## config.mk

```make
export PLATFORM = sky130hd
export DESIGN_NAME = ufc_top
export DESIGN_NICKNAME = d
export VERILOG_FILES = /design/src/ufc_pkg.sv /design/src/ufc_addr_match.sv /design/src/ufc_rx.sv /design/src/ufc_top.sv
export VERILOG_INCLUDE_DIRS = /design/src /design/src/src
export SDC_FILE = /design/constraint.sdc
export NUM_CORES = 1
export LEC_CHECK = 0
export BUFFER_PORTS_ARGS = -buffer_cell sky130_fd_sc_hd__buf_4
export CAP_MARGIN = 20
export CORE_ASPECT_RATIO = 2
export CORE_MARGIN = 5
export CORE_UTILIZATION = 62
export DETAILED_ROUTE_END_ITERATION = 10
export GPL_ROUTABILITY_DRIVEN = 0
export PLACE_DENSITY = 0.82
export SYNTH_ARGS = -nofsm -noshare
export SYNTH_HDL_FRONTEND = slang
export SYNTH_SLANG_ARGS = --single-unit
```

## constraint.sdc

```tcl
create_clock -name clk_sys_i -period 5.7 [get_ports clk_sys_i]
set_input_delay 0.57 -clock clk_sys_i [delete_from_list [all_inputs] [get_ports clk_sys_i]]
set_output_delay 0.57 -clock clk_sys_i [all_outputs]
set_load 0.01 [all_outputs]
```

## src/ufc_params.svh

```systemverilog
`ifndef UFC_PARAMS_SVH
`define UFC_PARAMS_SVH


// ---------------------------------------------------------------
// bus geometry: byte address is four times the register index
// ---------------------------------------------------------------
`define UFC_AW          10
`define UFC_DW          32
`define UFC_IDX_SERIAL_CONTROL_REGISTER    8'h98
`define UFC_IDX_SLAVE_ADDRESS   8'hA9
`define UFC_IDX_SLAVE_ADDRESS_MASK   8'hB9
`define UFC_IDX_PCTL    8'hC0
`define UFC_IDX_STAT    8'hC1
`define UFC_IDX_MASK    8'hC2
`define UFC_IDX_RXD     8'hC3
`define UFC_IDX_TXD     8'hC4

// ---------------------------------------------------------------
// field positions
// ---------------------------------------------------------------
`define UFC_SC_MODEH    7
`define UFC_SC_MODEL    6
`define UFC_SC_MPE      5
`define UFC_SC_REN      4
`define UFC_SC_TB8      3
`define UFC_SC_RB8      2
`define UFC_SC_TI       1
`define UFC_SC_RI       0
`define UFC_PC_FCE      0
`define UFC_EV_RX       0
`define UFC_EV_TX       1
`define UFC_EV_FE       2
`define UFC_EV_W        3

// ---------------------------------------------------------------
// reset values and timing
// ---------------------------------------------------------------
`define UFC_RST_BYTE    8'h00
`define UFC_RST_EV      3'h0
`define UFC_BIT_CYC     868
`define UFC_TX_LEN8     4'hA
`define UFC_TX_LEN9     4'hB

`endif

```

## src/ufc_pkg.sv

```systemverilog
`include "ufc_params.svh"

package ufc_pkg;

    // receiver sequence, one-hot
    typedef enum logic [3:0] {
        RX_IDLE  = 4'b0001,
        RX_START = 4'b0010,
        RX_DATA  = 4'b0100,
        RX_STOP  = 4'b1000
    } ufc_rx_st_t;

    // one received frame
    typedef struct packed {
        logic [7:0] data;
        logic       bit9;
        logic       stop_ok;
    } ufc_frame_t;

    // apb request from the master
    typedef struct packed {
        logic [`UFC_AW-1:0] paddr;
        logic               psel;
        logic               penable;
        logic               pwrite;
        logic [`UFC_DW-1:0] pwdata;
    } ufc_apb_req_t;

endpackage : ufc_pkg

```

## src/ufc_addr_match.sv

```systemverilog
`timescale 1ns/1ps
`include "ufc_params.svh"

module ufc_addr_match (
    // received address and programmed pattern
    input  wire logic [7:0] addr_i,
    input  wire logic [7:0] slave_address_i,
    input  wire logic [7:0] slave_address_mask_i,
    // result
    output logic            match_o
);
    import ufc_pkg::*;

    // compare only where the mask has ones
    function automatic logic masked_eq(input logic [7:0] a, input logic [7:0] v, input logic [7:0] m);
        masked_eq = ((a ^ v) & m) == 8'h00;
    endfunction : masked_eq

    logic [7:0] bcast;

    // given address or broadcast; an all-zero mask makes the given-address compare match anything
    assign bcast   = slave_address_i | slave_address_mask_i;
    assign match_o = masked_eq(addr_i, slave_address_i, slave_address_mask_i) | masked_eq(addr_i, bcast, bcast);

endmodule : ufc_addr_match

```

## src/ufc_rx.sv

```systemverilog
`timescale 1ns/1ps
`include "ufc_params.svh"

module ufc_rx #(
    parameter int BIT_CYC = `UFC_BIT_CYC
) (
    // clock and reset
    input  wire logic          clk_sys_i,
    input  wire logic          rst_n_i,
    // control
    input  wire logic          en_i,
    input  wire logic          nine_i,
    input  wire logic          fce_i,
    // serial line
    input  wire logic          rxd_i,
    // result
    output logic               done_o,
    output ufc_pkg::ufc_frame_t frame_o
);
    import ufc_pkg::*;

    localparam int CW = $clog2(BIT_CYC + 1);

    if (BIT_CYC < 4) begin : g_bad_cyc
        $error("ufc_rx: BIT_CYC below 4");
    end

    // ---------------------------------------------------------------
    // frame formatting
    // ---------------------------------------------------------------
    // bits arrive lsb first, so an 8-bit frame sits in the top of the shifter
    function automatic ufc_frame_t fmt(input logic [8:0] s, input logic nine, input logic stop);
        fmt.data    = nine ? s[7:0] : s[8:1];
        fmt.bit9    = nine & s[8];
        fmt.stop_ok = stop;
    endfunction : fmt

    ufc_rx_st_t    state_r, state_nxt;
    logic [CW-1:0] cnt_r, cnt_nxt;
    logic [3:0]    bitn_r, bitn_nxt;
    logic [8:0]    shf_r, shf_nxt;
    ufc_frame_t    frame_r, frame_nxt;
    logic          done_r, done_nxt;
    logic [8:0]    shf_in;
    logic [3:0]    last_bit;

    assign shf_in   = {rxd_i, shf_r[8:1]};
    assign last_bit = nine_i ? 4'h8 : 4'h7;

    // ---------------------------------------------------------------
    // receive sequence
    // ---------------------------------------------------------------
    // sampling at mid-bit; start bit rechecked to reject glitches
    always_comb begin
        state_nxt = state_r;
        cnt_nxt   = cnt_r;
        bitn_nxt  = bitn_r;
        shf_nxt   = shf_r;
        frame_nxt = frame_r;
        done_nxt  = 1'b0;
        if (cnt_r != '0) begin
            cnt_nxt = cnt_r - CW'(1);
        end
        case (state_r)
            RX_IDLE: begin
                if (en_i && !rxd_i) begin
                    state_nxt = RX_START;
                    cnt_nxt   = CW'(BIT_CYC / 2);
                end
            end
            RX_START: begin
                if (cnt_r == '0) begin
                    state_nxt = rxd_i ? RX_IDLE : RX_DATA;
                    cnt_nxt   = CW'(BIT_CYC - 1);
                    bitn_nxt  = 4'h0;
                end
            end
            RX_DATA: begin
                if (cnt_r == '0) begin
                    shf_nxt  = shf_in;
                    cnt_nxt  = CW'(BIT_CYC - 1);
                    bitn_nxt = bitn_r + 4'h1;
                    if (bitn_r == last_bit) begin
                        state_nxt = RX_STOP;
                        // unchecked frames report at the last data bit
                        if (!fce_i) begin
                            done_nxt  = 1'b1;
                            frame_nxt = fmt(shf_in, nine_i, 1'b1);
                        end
                    end
                end
            end
            RX_STOP: begin
                if (cnt_r == '0) begin
                    state_nxt = RX_IDLE;
                    // checked frames report in the stop bit with its level
                    if (fce_i) begin
                        done_nxt  = 1'b1;
                        frame_nxt = fmt(shf_r, nine_i, rxd_i);
                    end
                end
            end
            default: state_nxt = RX_IDLE;
        endcase
    end

    always_ff @(posedge clk_sys_i) begin
        if (!rst_n_i) begin
            state_r <= RX_IDLE;
            cnt_r   <= '0;
            bitn_r  <= 4'h0;
            shf_r   <= 9'h000;
            frame_r <= '0;
            done_r  <= 1'b0;
        end else begin
            state_r <= state_nxt;
            cnt_r   <= cnt_nxt;
            bitn_r  <= bitn_nxt;
            shf_r   <= shf_nxt;
            frame_r <= frame_nxt;
            done_r  <= done_nxt;
        end
    end

    assign done_o  = done_r;
    assign frame_o = frame_r;

    // done comes from the stop bit when checking, else from the data phase
    rx_done_point_a: assert property (@(posedge clk_sys_i) disable iff (!rst_n_i)
        done_o |-> ($past(fce_i) ? $past(state_r) == RX_STOP : $past(state_r) == RX_DATA))
        else $error("receive done at wrong point of frame");

endmodule : ufc_rx

```

## src/ufc_top.sv

```systemverilog
`timescale 1ns/1ps
`include "ufc_params.svh"

module ufc_top #(
    parameter int RX_BIT_CYC = `UFC_BIT_CYC,
    parameter int TX_BIT_CYC = `UFC_BIT_CYC
) (
    // clock and reset
    input  wire logic               clk_sys_i,
    input  wire logic               rst_n_i,
    // apb slave
    input  ufc_pkg::ufc_apb_req_t   apb_i,
    output logic [`UFC_DW-1:0]      prdata_o,
    output logic                    pready_o,
    output logic                    pslverr_o,
    // serial line
    input  wire logic               rxd_i,
    output logic                    txd_o,
    // interrupt
    output logic                    irq_o
);
    import ufc_pkg::*;

    localparam int TCW = $clog2(TX_BIT_CYC + 1);

    if (TX_BIT_CYC < 4) begin : g_bad_tx
        $error("ufc_top: TX_BIT_CYC below 4");
    end

    // ---------------------------------------------------------------
    // register decode
    // ---------------------------------------------------------------
    function automatic logic is_reg(input logic [`UFC_AW-1:0] a, input logic [7:0] idx);
        is_reg = (a == {idx, 2'b00});
    endfunction : is_reg

    logic [7:0]           serial_control_register_r, serial_control_register_nxt;
    logic                 fe_r, fe_nxt;
    logic [7:0]           pctl_r, pctl_nxt;
    logic [7:0]           slave_address_r, slave_address_nxt;
    logic [7:0]           slave_address_mask_r, slave_address_mask_nxt;
    logic [7:0]           sbuf_r, sbuf_nxt;
    logic [`UFC_EV_W-1:0] stat_r, stat_nxt;
    logic [`UFC_EV_W-1:0] mask_r, mask_nxt;
    logic [`UFC_DW-1:0]   prdata_r, prdata_nxt;
    logic [10:0]          tx_shf_r, tx_shf_nxt;
    logic [TCW-1:0]       tx_cnt_r, tx_cnt_nxt;
    logic [3:0]           tx_left_r, tx_left_nxt;

    logic                 setup, acc, hit, wr;
    logic [`UFC_AW-1:0]   a;
    logic [7:0]           pw;
    logic                 fce, async_mode, nine, mpe;
    logic                 rx_done, rx_match, rx_take, fe_ev, tx_ev, tx_start;
    logic [`UFC_EV_W-1:0] ev;
    ufc_frame_t           rx_frame;

    // apb phases; no wait states, so pready stays high
    assign a         = apb_i.paddr;
    assign pw        = apb_i.pwdata[7:0];
    assign setup     = apb_i.psel & ~apb_i.penable;
    assign acc       = apb_i.psel & apb_i.penable;
    assign hit       = is_reg(a, `UFC_IDX_SERIAL_CONTROL_REGISTER) | is_reg(a, `UFC_IDX_SLAVE_ADDRESS) | is_reg(a, `UFC_IDX_SLAVE_ADDRESS_MASK)
                     | is_reg(a, `UFC_IDX_PCTL) | is_reg(a, `UFC_IDX_STAT) | is_reg(a, `UFC_IDX_MASK)
                     | is_reg(a, `UFC_IDX_RXD) | is_reg(a, `UFC_IDX_TXD);
    assign wr        = acc & apb_i.pwrite & hit;
    assign pready_o  = 1'b1;
    assign pslverr_o = acc & ~hit;
    assign prdata_o  = prdata_r;

    // ---------------------------------------------------------------
    // mode decode
    // ---------------------------------------------------------------
    // shift mode (both mode bits low) keeps the receiver and checker idle
    assign fce        = pctl_r[`UFC_PC_FCE];
    assign async_mode = serial_control_register_r[`UFC_SC_MODEH] | serial_control_register_r[`UFC_SC_MODEL];
    assign nine       = serial_control_register_r[`UFC_SC_MODEH];
    assign mpe        = serial_control_register_r[`UFC_SC_MPE];

    ufc_rx #(
        .BIT_CYC (RX_BIT_CYC)
    ) u_rx (
        .clk_sys_i (clk_sys_i),
        .rst_n_i   (rst_n_i),
        .en_i      (serial_control_register_r[`UFC_SC_REN] & async_mode),
        .nine_i    (nine),
        .fce_i     (fce),
        .rxd_i     (rxd_i),
        .done_o    (rx_done),
        .frame_o   (rx_frame)
    );

    ufc_addr_match u_match (
        .addr_i  (rx_frame.data),
        .slave_address_i (slave_address_r),
        .slave_address_mask_i (slave_address_mask_r),
        .match_o (rx_match)
    );

    // ---------------------------------------------------------------
    // receive acceptance and error events
    // ---------------------------------------------------------------
    // with multiprocessor enable in nine-bit modes, only matching address frames pass
    assign rx_take = rx_done & async_mode & (~(mpe & nine) | (rx_frame.bit9 & rx_match));
    // error judged on every checked frame, accepted or not
    assign fe_ev   = rx_done & async_mode & fce & ~rx_frame.stop_ok;
    assign ev      = {fe_ev, tx_ev, rx_take};

    // ---------------------------------------------------------------
    // register file
    // ---------------------------------------------------------------
    // hardware sets are applied after software writes so a set in the
    // clearing cycle is not lost
    always_comb begin
        serial_control_register_nxt  = serial_control_register_r;
        fe_nxt    = fe_r;
        pctl_nxt  = pctl_r;
        slave_address_nxt = slave_address_r;
        slave_address_mask_nxt = slave_address_mask_r;
        sbuf_nxt  = sbuf_r;
        mask_nxt  = mask_r;
        stat_nxt  = stat_r;
        if (wr && is_reg(a, `UFC_IDX_SERIAL_CONTROL_REGISTER)) begin
            serial_control_register_nxt = pw;
            // bit 7 steers to the error flag while checking is on
            if (fce) begin
                serial_control_register_nxt[`UFC_SC_MODEH] = serial_control_register_r[`UFC_SC_MODEH];
                fe_nxt                  = pw[`UFC_SC_MODEH];
            end
        end
        if (wr && is_reg(a, `UFC_IDX_SLAVE_ADDRESS)) begin
            slave_address_nxt = pw;
        end
        if (wr && is_reg(a, `UFC_IDX_SLAVE_ADDRESS_MASK)) begin
            slave_address_mask_nxt = pw;
        end
        if (wr && is_reg(a, `UFC_IDX_PCTL)) begin
            pctl_nxt = {7'h00, pw[`UFC_PC_FCE]};
        end
        if (wr && is_reg(a, `UFC_IDX_MASK)) begin
            mask_nxt = pw[`UFC_EV_W-1:0];
        end
        if (wr && is_reg(a, `UFC_IDX_STAT)) begin
            stat_nxt = stat_r & ~pw[`UFC_EV_W-1:0];
        end
        stat_nxt = stat_nxt | ev;
        if (rx_take) begin
            sbuf_nxt                = rx_frame.data;
            serial_control_register_nxt[`UFC_SC_RI]    = 1'b1;
            // mode 1 reports the stop level in the ninth-bit slot when checked, else a one
            serial_control_register_nxt[`UFC_SC_RB8]   = nine ? rx_frame.bit9 : rx_frame.stop_ok;
        end
        if (tx_ev) begin
            serial_control_register_nxt[`UFC_SC_TI] = 1'b1;
        end
        // only a software write or reset clears it; good frames never do
        if (fe_ev) begin
            fe_nxt = 1'b1;
        end
    end

    always_ff @(posedge clk_sys_i) begin
        if (!rst_n_i) begin
            serial_control_register_r  <= `UFC_RST_BYTE;
            fe_r    <= 1'b0;
            pctl_r  <= `UFC_RST_BYTE;
            slave_address_r <= `UFC_RST_BYTE;
            slave_address_mask_r <= `UFC_RST_BYTE;
            sbuf_r  <= `UFC_RST_BYTE;
            stat_r  <= `UFC_RST_EV;
            mask_r  <= `UFC_RST_EV;
        end else begin
            serial_control_register_r  <= serial_control_register_nxt;
            fe_r    <= fe_nxt;
            pctl_r  <= pctl_nxt;
            slave_address_r <= slave_address_nxt;
            slave_address_mask_r <= slave_address_mask_nxt;
            sbuf_r  <= sbuf_nxt;
            stat_r  <= stat_nxt;
            mask_r  <= mask_nxt;
        end
    end

    // level interrupt from sticky status gated by mask
    assign irq_o = |(stat_r & mask_r);

    // ---------------------------------------------------------------
    // read data
    // ---------------------------------------------------------------
    // captured in the setup cycle so prdata comes from a flop
    always_comb begin
        prdata_nxt = prdata_r;
        if (setup) begin
            prdata_nxt = '0;
            if (is_reg(a, `UFC_IDX_SERIAL_CONTROL_REGISTER)) begin
                prdata_nxt[7:0] = {fce ? fe_r : serial_control_register_r[`UFC_SC_MODEH], serial_control_register_r[6:0]};
            end
            if (is_reg(a, `UFC_IDX_SLAVE_ADDRESS)) begin
                prdata_nxt[7:0] = slave_address_r;
            end
            if (is_reg(a, `UFC_IDX_SLAVE_ADDRESS_MASK)) begin
                prdata_nxt[7:0] = slave_address_mask_r;
            end
            if (is_reg(a, `UFC_IDX_PCTL)) begin
                prdata_nxt[7:0] = pctl_r;
            end
            if (is_reg(a, `UFC_IDX_STAT)) begin
                prdata_nxt[`UFC_EV_W-1:0] = stat_r;
            end
            if (is_reg(a, `UFC_IDX_MASK)) begin
                prdata_nxt[`UFC_EV_W-1:0] = mask_r;
            end
            if (is_reg(a, `UFC_IDX_RXD)) begin
                prdata_nxt[7:0] = sbuf_r;
            end
        end
    end

    always_ff @(posedge clk_sys_i) begin
        if (!rst_n_i) begin
            prdata_r <= '0;
        end else begin
            prdata_r <= prdata_nxt;
        end
    end

    // ---------------------------------------------------------------
    // transmitter
    // ---------------------------------------------------------------
    // own bit counter, fully apart from the receiver; a write while busy is dropped
    assign tx_start = wr & is_reg(a, `UFC_IDX_TXD) & (tx_left_r == 4'h0) & async_mode;
    // done flag at the start of the stop bit
    assign tx_ev    = (tx_left_r == 4'h2) & (tx_cnt_r == '0);

    always_comb begin
        tx_shf_nxt  = tx_shf_r;
        tx_cnt_nxt  = tx_cnt_r;
        tx_left_nxt = tx_left_r;
        if (tx_left_r != 4'h0) begin
            if (tx_cnt_r == '0) begin
                tx_shf_nxt  = {1'b1, tx_shf_r[10:1]};
                tx_left_nxt = tx_left_r - 4'h1;
                tx_cnt_nxt  = TCW'(TX_BIT_CYC - 1);
            end else begin
                tx_cnt_nxt = tx_cnt_r - TCW'(1);
            end
        end else if (tx_start) begin
            tx_shf_nxt  = nine ? {1'b1, serial_control_register_r[`UFC_SC_TB8], pw, 1'b0} : {2'b11, pw, 1'b0};
            tx_left_nxt = nine ? `UFC_TX_LEN9 : `UFC_TX_LEN8;
            tx_cnt_nxt  = TCW'(TX_BIT_CYC - 1);
        end
    end

    always_ff @(posedge clk_sys_i) begin
        if (!rst_n_i) begin
            tx_shf_r  <= 11'h7FF;
            tx_cnt_r  <= '0;
            tx_left_r <= 4'h0;
        end else begin
            tx_shf_r  <= tx_shf_nxt;
            tx_cnt_r  <= tx_cnt_nxt;
            tx_left_r <= tx_left_nxt;
        end
    end

    // idle line is high because the shifter refills with ones
    assign txd_o = tx_shf_r[0];

    // ---------------------------------------------------------------
    // checks
    // ---------------------------------------------------------------
    logic serial_control_register_wr;
    assign serial_control_register_wr = wr & is_reg(a, `UFC_IDX_SERIAL_CONTROL_REGISTER);

    fe_set_bad_a: assert property (@(posedge clk_sys_i) disable iff (!rst_n_i)
        rx_done && async_mode && fce && !rx_frame.stop_ok |=> fe_r)
        else $error("framing error flag not set on bad stop bit");

    fe_sticky_a: assert property (@(posedge clk_sys_i) disable iff (!rst_n_i)
        fe_r && !(serial_control_register_wr && fce && !pw[`UFC_SC_MODEH]) |=> fe_r)
        else $error("framing error flag dropped without software clear");

    fe_good_keep_a: assert property (@(posedge clk_sys_i) disable iff (!rst_n_i)
        fe_r && rx_done && rx_frame.stop_ok && !serial_control_register_wr |=> fe_r ##1 fe_r)
        else $error("good frame cleared framing error flag");

    fe_no_check_a: assert property (@(posedge clk_sys_i) disable iff (!rst_n_i)
        !fce && !serial_control_register_wr && !fe_r |=> !fe_r)
        else $error("framing error flag set while checking disabled");

    shift_quiet_a: assert property (@(posedge clk_sys_i) disable iff (!rst_n_i)
        !async_mode && !serial_control_register_wr && !serial_control_register_r[`UFC_SC_RI] |=> !serial_control_register_r[`UFC_SC_RI])
        else $error("receive done raised in shift mode");

    addr_drop_a: assert property (@(posedge clk_sys_i) disable iff (!rst_n_i)
        rx_done && mpe && nine && !(rx_match && rx_frame.bit9) && !serial_control_register_wr && !serial_control_register_r[`UFC_SC_RI]
        |=> !serial_control_register_r[`UFC_SC_RI] && $stable(sbuf_r))
        else $error("unmatched address frame was accepted");

    bcast_hit_a: assert property (@(posedge clk_sys_i) disable iff (!rst_n_i)
        rx_frame.data == (slave_address_r | slave_address_mask_r) |-> rx_match)
        else $error("broadcast address not recognised");

    given_hit_a: assert property (@(posedge clk_sys_i) disable iff (!rst_n_i)
        ((rx_frame.data ^ slave_address_r) & slave_address_mask_r) == 8'h00 |-> rx_match)
        else $error("masked slave address not recognised");

    reset_any_a: assert property (@(posedge clk_sys_i)
        !rst_n_i |=> slave_address_r == `UFC_RST_BYTE && slave_address_mask_r == `UFC_RST_BYTE && rx_match)
        else $error("reset did not open address matching");

    tx_flag_a: assert property (@(posedge clk_sys_i) disable iff (!rst_n_i)
        tx_ev |=> serial_control_register_r[`UFC_SC_TI] && stat_r[`UFC_EV_TX] && txd_o)
        else $error("transmit done not flagged at stop bit");

endmodule : ufc_top

```

==> summary by stage, run 1 <==
Critical path
The worst setup path is captured at a register. The required time of the worst setup path is 5.96 ns. The signal arrival time at the worst endpoint is between 3 and 4 ns.

Of all nets on the critical path, the largest fanout is 24. The critical path start-end classification is register to register. In this design, the stage delay of the slowest critical-path cell is roughly 0.67 ns. The critical path goes through inv_1 > ha_1 > nor2b_1 > nand2_1 > nor2_1 > inv_2 > nor2_1 > nor2_1 > a211oi_1. The slowest stage of the critical path belongs to the cell sky130_fd_sc_hd__nor2_1. The critical path launch point type is a register. The cell repeated most along the worst path is sky130_fd_sc_hd__nor2_1.

Placement
Once placement finished, the instance area stood at 6030 um2. The number of I/O port buffers is 34. After detailed placement, the design holds a cell count of about 800. Summed over all nets, the half-perimeter wirelength after detailed placement is about 11,000 um.

STA
For the finished layout, the period the worst path requires is 3.07 ns. The number of slew-limit violations in the final report is 0. Setup repair after global routing left no endpoint under its margin. Setup violations remaining at the end of the flow were counted as 0. Between clock sinks in the finished design, the worst skew comes to 0.00990 ns. Based on the critical path, the design can be clocked at up to around 330 MHz. The sum of negative setup slack is 0 ns. The share of the cycle needed by the critical path after routing is 0.538. The relative slew slack is 0.394. The transition at the pin with the smallest max-transition slack is a little over 0.9 ns. The number of failing hold endpoints at the final stage is 0.

Synthesis
The post-synthesis sequential element count is between 100 and 150. The number of flops mapped to enable cells by yosys is 0. Sorting the synthesized cells by area gives the leading types as sky130_fd_sc_hd__dfxtp_1 (37%), sky130_fd_sc_hd__mux2i_1 (11%), sky130_fd_sc_hd__nand2_1 (4.8%), sky130_fd_sc_hd__nor2_1 (4.3%), sky130_fd_sc_hd__a21oi_1 (4.0%).

The cell count after synthesis came out at between 600 and 700. The share of synthesized area occupied by flip-flops and latches is 0.374. Yosys instantiated no cell more often than sky130_fd_sc_hd__dfxtp_1. The commonest register cell after synthesis is sky130_fd_sc_hd__dfxtp_1. The commonest cells after synthesis are sky130_fd_sc_hd__dfxtp_1 (110), sky130_fd_sc_hd__nand2_1 (75), sky130_fd_sc_hd__nor2_1 (68). The share of flip-flops with an asynchronous set or reset is 0. A synthesized cell averages roughly 8.4 um2. Of all cell types, the one taking the most synthesized area is sky130_fd_sc_hd__dfxtp_1.

The netlist uses 70 different library cells. The area of the mapped netlist is slightly below 6000 um2. The top cell type's share of synthesized area is 0.374. The number of warnings reported in the yosys synthesis log is 0.

Detailed routing
The final routed wirelength across all metal layers is 14,500 um. Once detail routing completed, the nets flagged for antenna violations numbered 0. The pre-antenna-repair detailed-routing pass consisted of 7 iterations. For this block, the via count after detailed routing is between 5k and 6k. The DRC violation count after routing is 0. The average via count per standard cell is approximately 6.3.

After the first detailed-routing iteration, the DRC count stood at between 400 and 500. After detailed routing, the average wire length per cell comes to 17.8 um.

Clock tree
After clock tree synthesis, the flow added hold-fix buffers numbering 0. After clock tree synthesis, the clock-pin slew on the worst setup and hold paths is ~0.08 ns. The cell sitting at the root of the clock tree is a sky130_fd_sc_hd__clkbuf_16. The number of levels the H-tree was split into is 3.

The later pin in the worst-skew pair is clocked with a latency of 0.36 ns. The number of clock sinks is 110. The clock tree from TritonCTS is yes. The TritonCTS buffer count is 9. No sink is reached through more buffers than the 2 on the longest clock path. Once the clock tree was built, the setup fixing pass inserted 0 buffers. The post-CTS resize count is 0.

Floorplan
The die span in y is roughly 150 um. The starting density of the core is 0.631. The total I/O pin count is 84. The core region is between 9000 and 10,000 um2. The horizontal extent of the die is slightly below 80 um. The die outline area is ~12,000 um2.

Row generation in the floorplan step produced 50 rows.

Pwr
VDD sags by at most ~0.28 mV. For this design the total switching power over the nets is between 0.0008 and 0.0009 W. Internal power comes to roughly 0.0014 W. The sequential cell fraction of total power is 0.411. The share of total power consumed by net switching is 0.364. The proportion of power drawn by combinational gates is 0.308. The power per cell area is ~350 nW/um2.

For this design the static power due to leakage is 2.42 nW. The clock network power share is 0.281.

Run status
The flow ran to the end, and the final reports show no timing, DRC or antenna violations.

Cells and area
The area growth from synthesis to layout is 7.59%. The area taken by multi-input logic gates is ~3400 um2. After the last flow step, the layout net total stands at 760. In the final layout, the share of cells above drive strength 1 is 0.118. The filler cell count is 764. The total inserted antenna cells is 0. The count of cells in the finished layout, fillers not included, comes to a little over 800. The total non-filler cell area in the finished layout is approximately 6300 um2. The register area is around 2200 um2.

Global routing
The sum of overflow across all layers after global routing is 0. The initial antenna violation count is 0. Entering global routing, the biggest net connects 75 pins. The global-route wire length before repair is about 24,000 um.

The via count of the first global-routing pass is 5,058. The global-route usage over all layers is 0.257.

Job
The number of maximum-capacitance constraint violations is 0.

Worst hold path
The class of the worst hold path is register to register.
## placed cells by master (no fill, tap or decap), drive strengths merged, types with 3 or more instances in the layout
cell    instances
a211oi          7
a21oi          47
a221oi          8
a22oi           7
a31oi          11
and2            8
and3            3
buf            38
clkbuf          9
clkinv          3
conb           25
dfxtp         110
ha              6
inv            16
mux2            4
mux2i          63
nand2          75
nand2b          4
nand3          21
nand3b          6
nand4           7
nand4b          4
nor2           69
nor2b           6
nor3           22
nor3b           5
nor4            4
nor4b           8
o211ai          4
o21a            5
o21ai          47
o221a           3
o22ai           5
or2             6
or3             4
or4             3
xnor2           3
xor2           12
## layer usage
layer	global-route usage	vias to the layer above	wire length [um]
li1	-	2466	-
met1	0.263	2454	5230
met2	0.490	168	8080
met5	0	-	0
met4	0.118	0	557
met3	0.0488	38	655
## power by group through the flow
stage / Sequential [W] / Clock, W / Combinational (W)
floorplan: 0.000917 / 0 / 0.000540
global placement: 0.000924 / 0 / 0.000643
detailed placement: 0.000930 / 0 / 0.000674
CTS: 0.000914 / 0.000635 / 0.000679
global route: 0.000926 / 0.000665 / 0.000767
finish: 0.000917 / 0.000627 / 0.000686
## cell families (layout without fill, tap and decap cells)
logic type | count (synthesis) | after routing | share of synthesized area
AOI/OAI and AO/OA | 159 | 159 | 0.169
xor gates and xnor gates | 15 | 15 | 0.0223
adders and majority gates | 6 | 6 | 0.0128
buffers and inverters | 77 | 67 | 0.0706
DFF | 110 | 110 | 0.374
muxes | 67 | 67 | 0.115
other | 2 | 25 | 0.00128
and+or+nand+nor | 262 | 262 | 0.235
## final timing paths
path	from	depth (start not counted)	slack, ns	to
worst max-delay path	u_rx.cnt_r[0]$_SDFF_PN0_	9	2.63	u_rx.bitn_r[0]$_SDFFE_PN0P_
worst min-delay path	sbuf_r[4]$_SDFFE_PN0P_	2	0.46	sbuf_r[4]$_SDFFE_PN0P_
worst max register to register	u_rx.cnt_r[0]$_SDFF_PN0_	9	2.63	u_rx.bitn_r[0]$_SDFFE_PN0P_
worst min register to register	sbuf_r[4]$_SDFFE_PN0P_	2	0.46	sbuf_r[4]$_SDFFE_PN0P_
## cell type report
cell class / instances / share of cell area
well taps: 104 / 0.0206
multi-input cells: 534 / 0.531
flip-flops and latches: 110 / 0.348
clock buffers: 9 / 0.0356
clock inverters: 7 / 0.0126
inverters: 13 / 0.00771
repair buffers: 38 / 0.0451
## sequential cells by signal, indices dropped and copies added, names as in the netlist, 4 cells and up
| name | cells |
|---|---|
| u_rx.shf_r | 9 |
| tx_left_r | 4 |
| serial_control_register_r | 8 |
| sbuf_r | 8 |
| u_rx.cnt_r | 10 |
| u_rx.bitn_r | 4 |
| u_rx.frame_o | 10 |
| prdata_o | 8 |
| slave_address_r | 8 |
| u_rx.state_r | 4 |
| tx_shf_r | 10 |
| tx_cnt_r | 10 |
| slave_address_mask_r | 8 |
## per-stage QoR
stage	setup slack [ns]	hold WS (ns)	total power, W	util
floorplan	3.53	0.430	0.00146	-
global placement	2.80	0.445	0.00157	0.646
detailed placement	2.69	0.446	0.00160	0.646
CTS	2.66	0.464	0.00223	0.679
global route	2.35	0.484	0.00236	0.679
finish	2.63	0.463	0.00223	0.679
## worst max-delay path: cells and delay by family (launching register included)
kind | cells | cell delay [ns]
flip-flops | 1 | 0.33
buffers and inverters | 2 | 0.40
AO/OA/AOI/OAI | 1 | 0.24
AND/OR/NAND/NOR | 5 | 1.81
adder cells (fa/ha/maj) | 1 | 0.18
No activity file was read; power rests on OpenSTA's default activity.
==> run 2, diff against run 1 <==
- CORE_UTILIZATION: 62 -> 58
- PLACE_DENSITY: 0.82 -> 0.78
- clock period: 5.7 -> 3 ns (I/O delays scaled with it)
==> run 2 against run 1 <==
Clock-buffer cell count did not move. Hold slack got worse by 0.24 ns. Non-clock buffer count rose by 9. Clock skew fell by 0.0036 ns. Sequential power rose by 90%. Largest cell class unchanged. Utilization fell by 3.5 points. Global-route usage fell by 1.1 points. Critical path depth rose by 1.
==> summary by stage, run 2 (synthesized netlist as in run 1, its figures left out) <==
Clock tree
The number of levels the H-tree was split into is 3 (unchanged). The buffer depth of the longest clock path is 2 (unchanged). The TritonCTS buffer count is 9 (unchanged). The post-CTS setup-driven buffer insertion count is 0 (unchanged). In this run the clock root is driven by a sky130_fd_sc_hd__clkbuf_16. TritonCTS built the clock tree.

The clock network latency to the later pin of the worst-skew pair was 0.35 ns (about the same). The post-CTS resize count is 0 (unchanged). The number of clock sinks is 110 (unchanged).

The clock-pin slew on the worst setup and hold paths came to 0.07 ns (about the same). The cts-stage hold buffer count is 0 (unchanged).

Cells and area
The total inserted antenna cells was 0 (unchanged). The number of cells in the finished layout apart from fillers is 854 (+4.8%). The total non-filler cell area in the finished layout is 6450 um2 (+1.9%).

In the layout the commonest cells are sky130_fd_sc_hd__dfxtp_1 (110), sky130_fd_sc_hd__nand2_1 (75), sky130_fd_sc_hd__nor2_1 (68). The number of nets in the layout was 769 (+1.2%). The area taken by multi-input logic gates is 3360 um2 (unchanged). Leaving out fill and tap cells, the most frequent cell in the layout is sky130_fd_sc_hd__dfxtp_1. The layout overhead on the synthesized area is 9.63%. The fraction of layout instances using a drive strength above 1 is 0.128 (+0.00981). The filler cell count came to 876 (+15%). The register area is 2200 um2 (unchanged).

Floorplan
The die outline area is 12,400 um2 (+6.2%). The placeable core region was 10,000 um2 (+7.5%). The die span in y is 152 um (+3.2%). The total I/O pin count is 84 (unchanged). The number of rows in the core area is 52 (+4.0%). The starting density of the core is 0.587 (-0.0440).

The horizontal extent of the die is 81.2 um (+3.0%).

Detailed routing
The count of antenna-violating nets left after detailed routing is 0 (unchanged). The average wire per cell in the routed design was 16.9 um (-5.1%). The violation count after the first detailed-routing iteration is 366 (-9.2%).

The first-pass iteration count of the detailed router is 5 (-2). The average via count per standard cell came to 5.98 (-4.9%). The DRC violation count after routing is 0 (unchanged). The count of vias placed by the detailed router is 5,107 (-0.37%).

The final routed wirelength across all metal layers is 14,400 um (-0.51%).

Placement
The number of instances in the placed design is 839 (+5.0%). The number of I/O port buffers is 34 (unchanged). The cell area after placement is 6130 um2 (+1.8%). The placement-stage worst setup slack is 0.733 ns (-1.96 ns).

The half-perimeter wire length of the detailed placement result is 10,800 um (+1.9%).

Global routing
The global-route usage over all layers came to 0.246 (-0.0111). The via count of the first global-routing pass is 5,100 (+0.83%). The sum of overflow across all layers after global routing is 0 (unchanged).

The initial antenna violation count is 0 (unchanged). The global-route wire length before repair is 24,300 um (+0.80%). The pin count of the biggest net entering global routing is 54 (-28%).

STA
The number of slew-limit violations in the final report was 0 (unchanged). The transition at the pin with the smallest max-transition slack is 0.932 ns (+0.0273 ns). Setup repair after global routing left no endpoint under its margin. The sum of negative setup slack is 0 ns (unchanged). The timing-limited maximum frequency is 435 MHz (+33%). The post-layout worst setup margin is 0.701 ns (-1.93 ns). The number of failing hold endpoints at the final stage was 0 (unchanged).

The share of the cycle needed by the critical path after routing is 0.766 (+0.228). The number of setup violations in the final report is 0 (unchanged). The relative slew slack came to 0.377 (-0.0166). The minimum clock period is 2.30 ns (-0.767 ns). The setup skew after layout is 0.00632 ns (-0.00358 ns).

Critical path
The reg-to-reg startpoint is u_rx.cnt_r[0]$_SDFF_PN0_. The critical path launch point type is a register. The critical path endpoint category is a register.

The biggest fanout along the worst timing path is 24 (unchanged). The timing startpoint of the critical path is u_rx.cnt_r[0]$_SDFF_PN0_. The required time of the worst setup path is 3.25 ns (-2.71 ns). The signal arrival time at the worst endpoint is 2.55 ns (-0.78 ns). The critical path start-end classification is register to register.

Run status
The run finished with clean final reports.

Pwr
The leakage power total was 2.47 nW (+2.2%). The power per cell area is 675 nW/um2 (+92%). The peak supply drop is 0.581 mV (+110%). The total chip power came to 0.00436 W (+95%).

Job
The number of maximum-capacitance constraint violations came to 0 (unchanged).

Worst hold path
The startpoint identified for the worst hold timing path is apb_i[5]. The worst hold path belongs to the class primary input to register.
run 2: per-stage QoR:
step                utilization  hold WS, ns
floorplan                     -        0.430
global placement          0.612        0.444
detailed placement        0.612        0.446
CTS                       0.644        0.226
global route              0.644        0.233
finish                    0.644        0.227
run 2: critical path: stages, from the launching register on:
cell and delay (ns):
sky130_fd_sc_hd__dfxtp_1 0.33, sky130_fd_sc_hd__inv_1 0.06, sky130_fd_sc_hd__ha_1 0.17, sky130_fd_sc_hd__nor2b_1 0.28, sky130_fd_sc_hd__nand2_1 0.16, sky130_fd_sc_hd__nor2_1 0.13
sky130_fd_sc_hd__buf_4 0.18, sky130_fd_sc_hd__inv_2 0.17, sky130_fd_sc_hd__a21oi_1 0.31, sky130_fd_sc_hd__nor2_1 0.13, sky130_fd_sc_hd__o221a_2 0.27
run 2: power by group:
group	leakage, nW	total [W]	switching, W	internal [W]
clock network	0.153	0.00128	0.000546	0.000735
logic	1.43	0.00134	0.000809	0.000529
registers	0.891	0.00174	0.000125	0.00161
total	2.47	0.00436	0.00148	0.00288
run 2: layout make-up:
| cell class | count | share of cell area |
|---|---|---|
| multi-input cells | 534 | 0.521 |
| flip-flops and latches | 110 | 0.341 |
| repair buffers | 47 | 0.0547 |
| clock buffers | 9 | 0.0349 |
| well taps | 135 | 0.0262 |
| clock inverters | 6 | 0.0145 |
| inverters | 13 | 0.00756 |
run 2: worst paths after layout:
path                            slack, ns  depth (start not counted)                                         to
worst max-delay path                 0.70                         10               u_rx.state_r[1]$_SDFFE_PN0P_
worst min-delay path                 0.23                          3  serial_control_register_r[5]$_SDFFE_PN0P_
worst max register to register       0.70                         10               u_rx.state_r[1]$_SDFFE_PN0P_
worst min register to register       0.45                          2                 u_rx.shf_r[0]$_SDFFE_PN0P_
run 2: metal layers:
layer / share of wire / track usage / up-vias
met2: 0.54 / 0.446 / 167
met4: 0.054 / 0.147 / 0
met5: 0 / 0 / -
met1: 0.37 / 0.250 / 2406
met3: 0.041 / 0.0462 / 53
li1: - / - / 2481
==> run 3, diff against run 2 <==
- ABC_AREA: not set -> 1
- CORE_UTILIZATION: 58 -> 52
- PLACE_DENSITY: 0.78 -> 0.73
- clock period: 3 -> 1.9 ns (I/O delays scaled with it)
==> run 3 against run 2 <==
Design area increased by 4.3%. Total power rose by 70%. First-iteration DRC count grew 38%. Global-route usage shrank 2.2 points. Flip-flop and latch count unchanged. Critical path type unchanged. Highest routed layer unchanged.
==> summary by stage, run 3 <==
Cells and area
The number of nets in the layout is 982 (+28%). The register area was 2200 um2 (unchanged). The fraction of layout instances using a drive strength above 1 was 0.125 (-0.00255). The area taken by multi-input logic gates came to 3020 um2 (-10%).

The layout overhead on the synthesized area is 14.6%. The most frequent standard cell in the layout excluding fill and tap cells is sky130_fd_sc_hd__nand2_1. The filler cell count was 1,086 (+24%). The library cells used most frequently in the layout, excluding fill and tap cells, are sky130_fd_sc_hd__nand2_1 (158), sky130_fd_sc_hd__dfxtp_1 (110), sky130_fd_sc_hd__inv_1 (105). The total inserted antenna cells is 0 (unchanged).

Critical path
The combined buffer and inverter count along the critical path is 2 (-1). The biggest fanout along the worst timing path came to 9 (-63%). The top cell family by delay on the critical path is flip-flops. The slowest cell on the critical path is sky130_fd_sc_hd__dfxtp_1.

The worst setup path is captured at a register. The critical path in this run is classified as register to register. The timing startpoint of the critical path is serial_control_register_r[7]$_SDFFE_PN0P_.

STA classifies the critical path startpoint as a register. The reg-to-reg startpoint is serial_control_register_r[7]$_SDFFE_PN0P_. In this design, the critical path's most frequently occurring cell is sky130_fd_sc_hd__nor2_1.

The worst-case register-to-register setup slack is 0.14 ns (-0.56 ns). Traced cell by cell, the critical path runs through inv_1 > nand3_1 > nand2_1 > o211ai_1 > nor2_1 > buf_4 > a22oi_1 > nor2_1. The total stage count of the critical path is 8 (-2). The required time of the worst setup path is 2.14 ns (-1.11 ns). The signal arrival time at the worst endpoint is 2.00 ns (-0.55 ns). The largest incremental delay on the critical path is 0.54 ns (+0.21 ns).

The depth of the worst register-to-register path is 8 (-2). The end point of the critical path is u_rx.state_r[3]$_SDFFE_PN0P_. The end of the worst register-to-register path is u_rx.state_r[3]$_SDFFE_PN0P_.

Detailed routing
The average via count per standard cell is 5.27 (-12%). The count of vias placed by the detailed router is 5,667 (+11%). The average wire per cell in the routed design is 14.0 um (-17%). The final routed wirelength across all metal layers was 15,000 um (+4.2%).

The violation count after the first detailed-routing iteration is 505 (+38%). The DRC violation count after routing was 0 (unchanged). The count of antenna-violating nets left after detailed routing was 0 (unchanged). The first-pass iteration count of the detailed router is 5 (unchanged).

Synthesis
The per-instance average area after synthesis came to 6.71 um2 (-20%). The number of warnings reported in the yosys synthesis log is 0 (unchanged). The number of flops mapped to enable cells by yosys is 0 (unchanged). The commonest cells after synthesis are sky130_fd_sc_hd__nand2_1 (160), sky130_fd_sc_hd__dfxtp_1 (110), sky130_fd_sc_hd__inv_1 (106). The most frequent cell after synthesis is sky130_fd_sc_hd__nand2_1. The top cell type's share of synthesized area came to 0.375 (+0.000797). The cell type with the largest total area after synthesis is sky130_fd_sc_hd__dfxtp_1. Ranked by total cell area, the synthesized netlist is headed by sky130_fd_sc_hd__dfxtp_1 (38%), sky130_fd_sc_hd__nand2_1 (10%), sky130_fd_sc_hd__o21ai_0 (8.6%), sky130_fd_sc_hd__a21oi_1 (7.1%), sky130_fd_sc_hd__inv_1 (6.8%). The post-synthesis sequential element count is 110 (unchanged).

The area of the mapped netlist came to 5870 um2 (-0.21%). The number of different library cells in the post-synthesis netlist was 38 (-46%). The share of flip-flops with an asynchronous set or reset is 0 (unchanged). The share of synthesized area occupied by flip-flops and latches came to 0.375 (+0.000797). Among all flip-flop cells after synthesis, the most frequent one is sky130_fd_sc_hd__dfxtp_1. The count of mapped cells out of synthesis came to 875 (+25%).

STA
Setup repair after global routing left no endpoint under its margin. The sum of negative setup slack was 0 ns (unchanged). The timing-limited maximum frequency was 568 MHz (+31%). The number of setup violations in the final report is 0 (unchanged).

The setup skew after layout is 0.00932 ns (+0.00300 ns). The number of slew-limit violations in the final report was 0 (unchanged). The share of the cycle needed by the critical path after routing was 0.927 (+0.161). The number of failing hold endpoints at the final stage is 0 (unchanged).

The minimum clock period is 1.76 ns (-0.537 ns). The transition at the pin with the smallest max-transition slack was 0.520 ns (-0.413 ns). The relative slew slack is 0.650 (+0.273).

Clock tree
The TritonCTS buffer count was 9 (unchanged). The buffer depth of the longest clock path came to 2 (unchanged). The clock tree from TritonCTS is yes. The number of clock sinks is 110 (unchanged). CTS placed an instance of sky130_fd_sc_hd__clkbuf_16 at the clock tree root.

The clock-pin slew on the worst setup and hold paths is 0.07 ns (about the same). The number of levels the H-tree was split into came to 3 (unchanged). The clock network latency to the later pin of the worst-skew pair came to 0.35 ns (about the same). The cts-stage hold buffer count is 0 (unchanged).

Pwr
The leakage power total is 3.02 nW (+22%). The peak supply drop is 0.807 mV (+39%). The total chip power is 0.00742 W (+70%). The power per cell area is 1100 nW/um2 (+63%).

Job
The number of maximum-capacitance constraint violations is 0 (unchanged).

Global routing
The initial antenna violation count is 0 (unchanged). The via count of the first global-routing pass is 5,364 (+5.2%). The sum of overflow across all layers after global routing came to 0 (unchanged).

The pin count of the biggest net entering global routing is 48 (-11%). The global-route wire length before repair is 24,700 um (+1.7%). The global-route usage over all layers is 0.224 (-0.0223).

Floorplan
The placeable core region is 11,200 um2 (+12%). The total I/O pin count is 84 (unchanged). The die span in y is 160 um (+5.1%).

The die outline area is 13,600 um2 (+10%). The horizontal extent of the die is 85.1 um (+4.8%). The starting density of the core is 0.523 (-0.0638). The number of rows in the core area is 55 (+5.8%).

Worst hold path
The class of the worst hold path is primary input to register.

Placement
The number of I/O port buffers is 34 (unchanged). The half-perimeter wire length of the detailed placement result is 11,500 um (+6.6%).

Run status
The flow ran to the end, and the final reports show no timing, DRC or antenna violations.
[run 3: cell types whose count changed in the layout (fill, tap and decap cells not counted), sizes merged, moves of 29 or more]
cell | before | now
nor2 | 69 | 98
o21ai | 47 | 111
inv | 15 | 110
nand2 | 75 | 166
mux2i | 63 | 6
a21oi | 47 | 83
nand3 | 21 | 65
[run 3: worst min path at each step]
stage	start	endpoint	slack [ns]	cells after the start
2_1_floorplan	apb_i[7]	serial_control_register_r[7]$_SDFFE_PN0P_	0.32	2
3_3_place_gp	u_rx.bitn_r[3]$_SDFFE_PN0P_	u_rx.bitn_r[3]$_SDFFE_PN0P_	0.45	2
3_5_place_dp	u_rx.bitn_r[3]$_SDFFE_PN0P_	u_rx.bitn_r[3]$_SDFFE_PN0P_	0.46	2
4_1_cts	apb_i[7]	serial_control_register_r[7]$_SDFFE_PN0P_	0.11	3
5_1_grt	apb_i[7]	serial_control_register_r[7]$_SDFFE_PN0P_	0.11	3
6_report	apb_i[7]	serial_control_register_r[7]$_SDFFE_PN0P_	0.12	3
[run 3: worst register-to-register path, cell delays in order, from the launching register on]
cell,delay (ns)
sky130_fd_sc_hd__dfxtp_1,0.54
sky130_fd_sc_hd__inv_1,0.19
sky130_fd_sc_hd__nand3_1,0.12
sky130_fd_sc_hd__nand2_1,0.09
sky130_fd_sc_hd__o211ai_1,0.24
sky130_fd_sc_hd__nor2_1,0.10
sky130_fd_sc_hd__buf_4,0.15
sky130_fd_sc_hd__a22oi_1,0.17
sky130_fd_sc_hd__nor2_1,0.06
[run 3: cell type report]
cell class              count  area share
multi-input cells         622       0.449
flip-flops and latches    110       0.327
repair buffers             75      0.0874
inverters                 110      0.0614
clock buffers              10      0.0355
well taps                 142      0.0264
clock inverters             6      0.0126
[run 3: what timing repair did]
action | CTS | global route
setup buffers | 0 | 0
gates resized for setup | 0 | 7
setup endpoints to repair | 0 | 12
[run 3: report_power, final]
part | internal, W | switching (W)
Clock | 0.00119 | 0.000846
Sequential | 0.00259 | 0.000206
Combinational | 0.00113 | 0.00146
[run 3: kinds of logic after synthesis]
group	share of synthesized area
other	0.00128
muxes	0.0102
buffers and inverters	0.127
and+or+nand+nor	0.263
adders and majority gates	0.0128
xor gates and xnor gates	0.0164
AOI/OAI and AO/OA	0.194
DFF	0.375
[run 3: per-stage QoR]
step	instance area, um2	util	hold slack [ns]	instances	setup slack, ns
6_report	6730	0.600	0.116	1075	0.139
3_5_place_dp	6390	0.570	0.458	1059	0.0561
5_1_grt	6730	0.600	0.113	1075	0.00961
2_1_floorplan	5960	-	0.325	898	0.211
4_1_cts	6710	0.599	0.109	1075	0.0733
3_3_place_gp	6390	0.570	0.450	1059	0.0880
[run 3: layer usage]
metal,track usage,wire length [um],vias up
li1,-,-,2923
met1,0.228,5550,2543
met2,0.419,8210,152
met3,0.0315,512,49
met4,0.130,773,0
met5,0,0,-
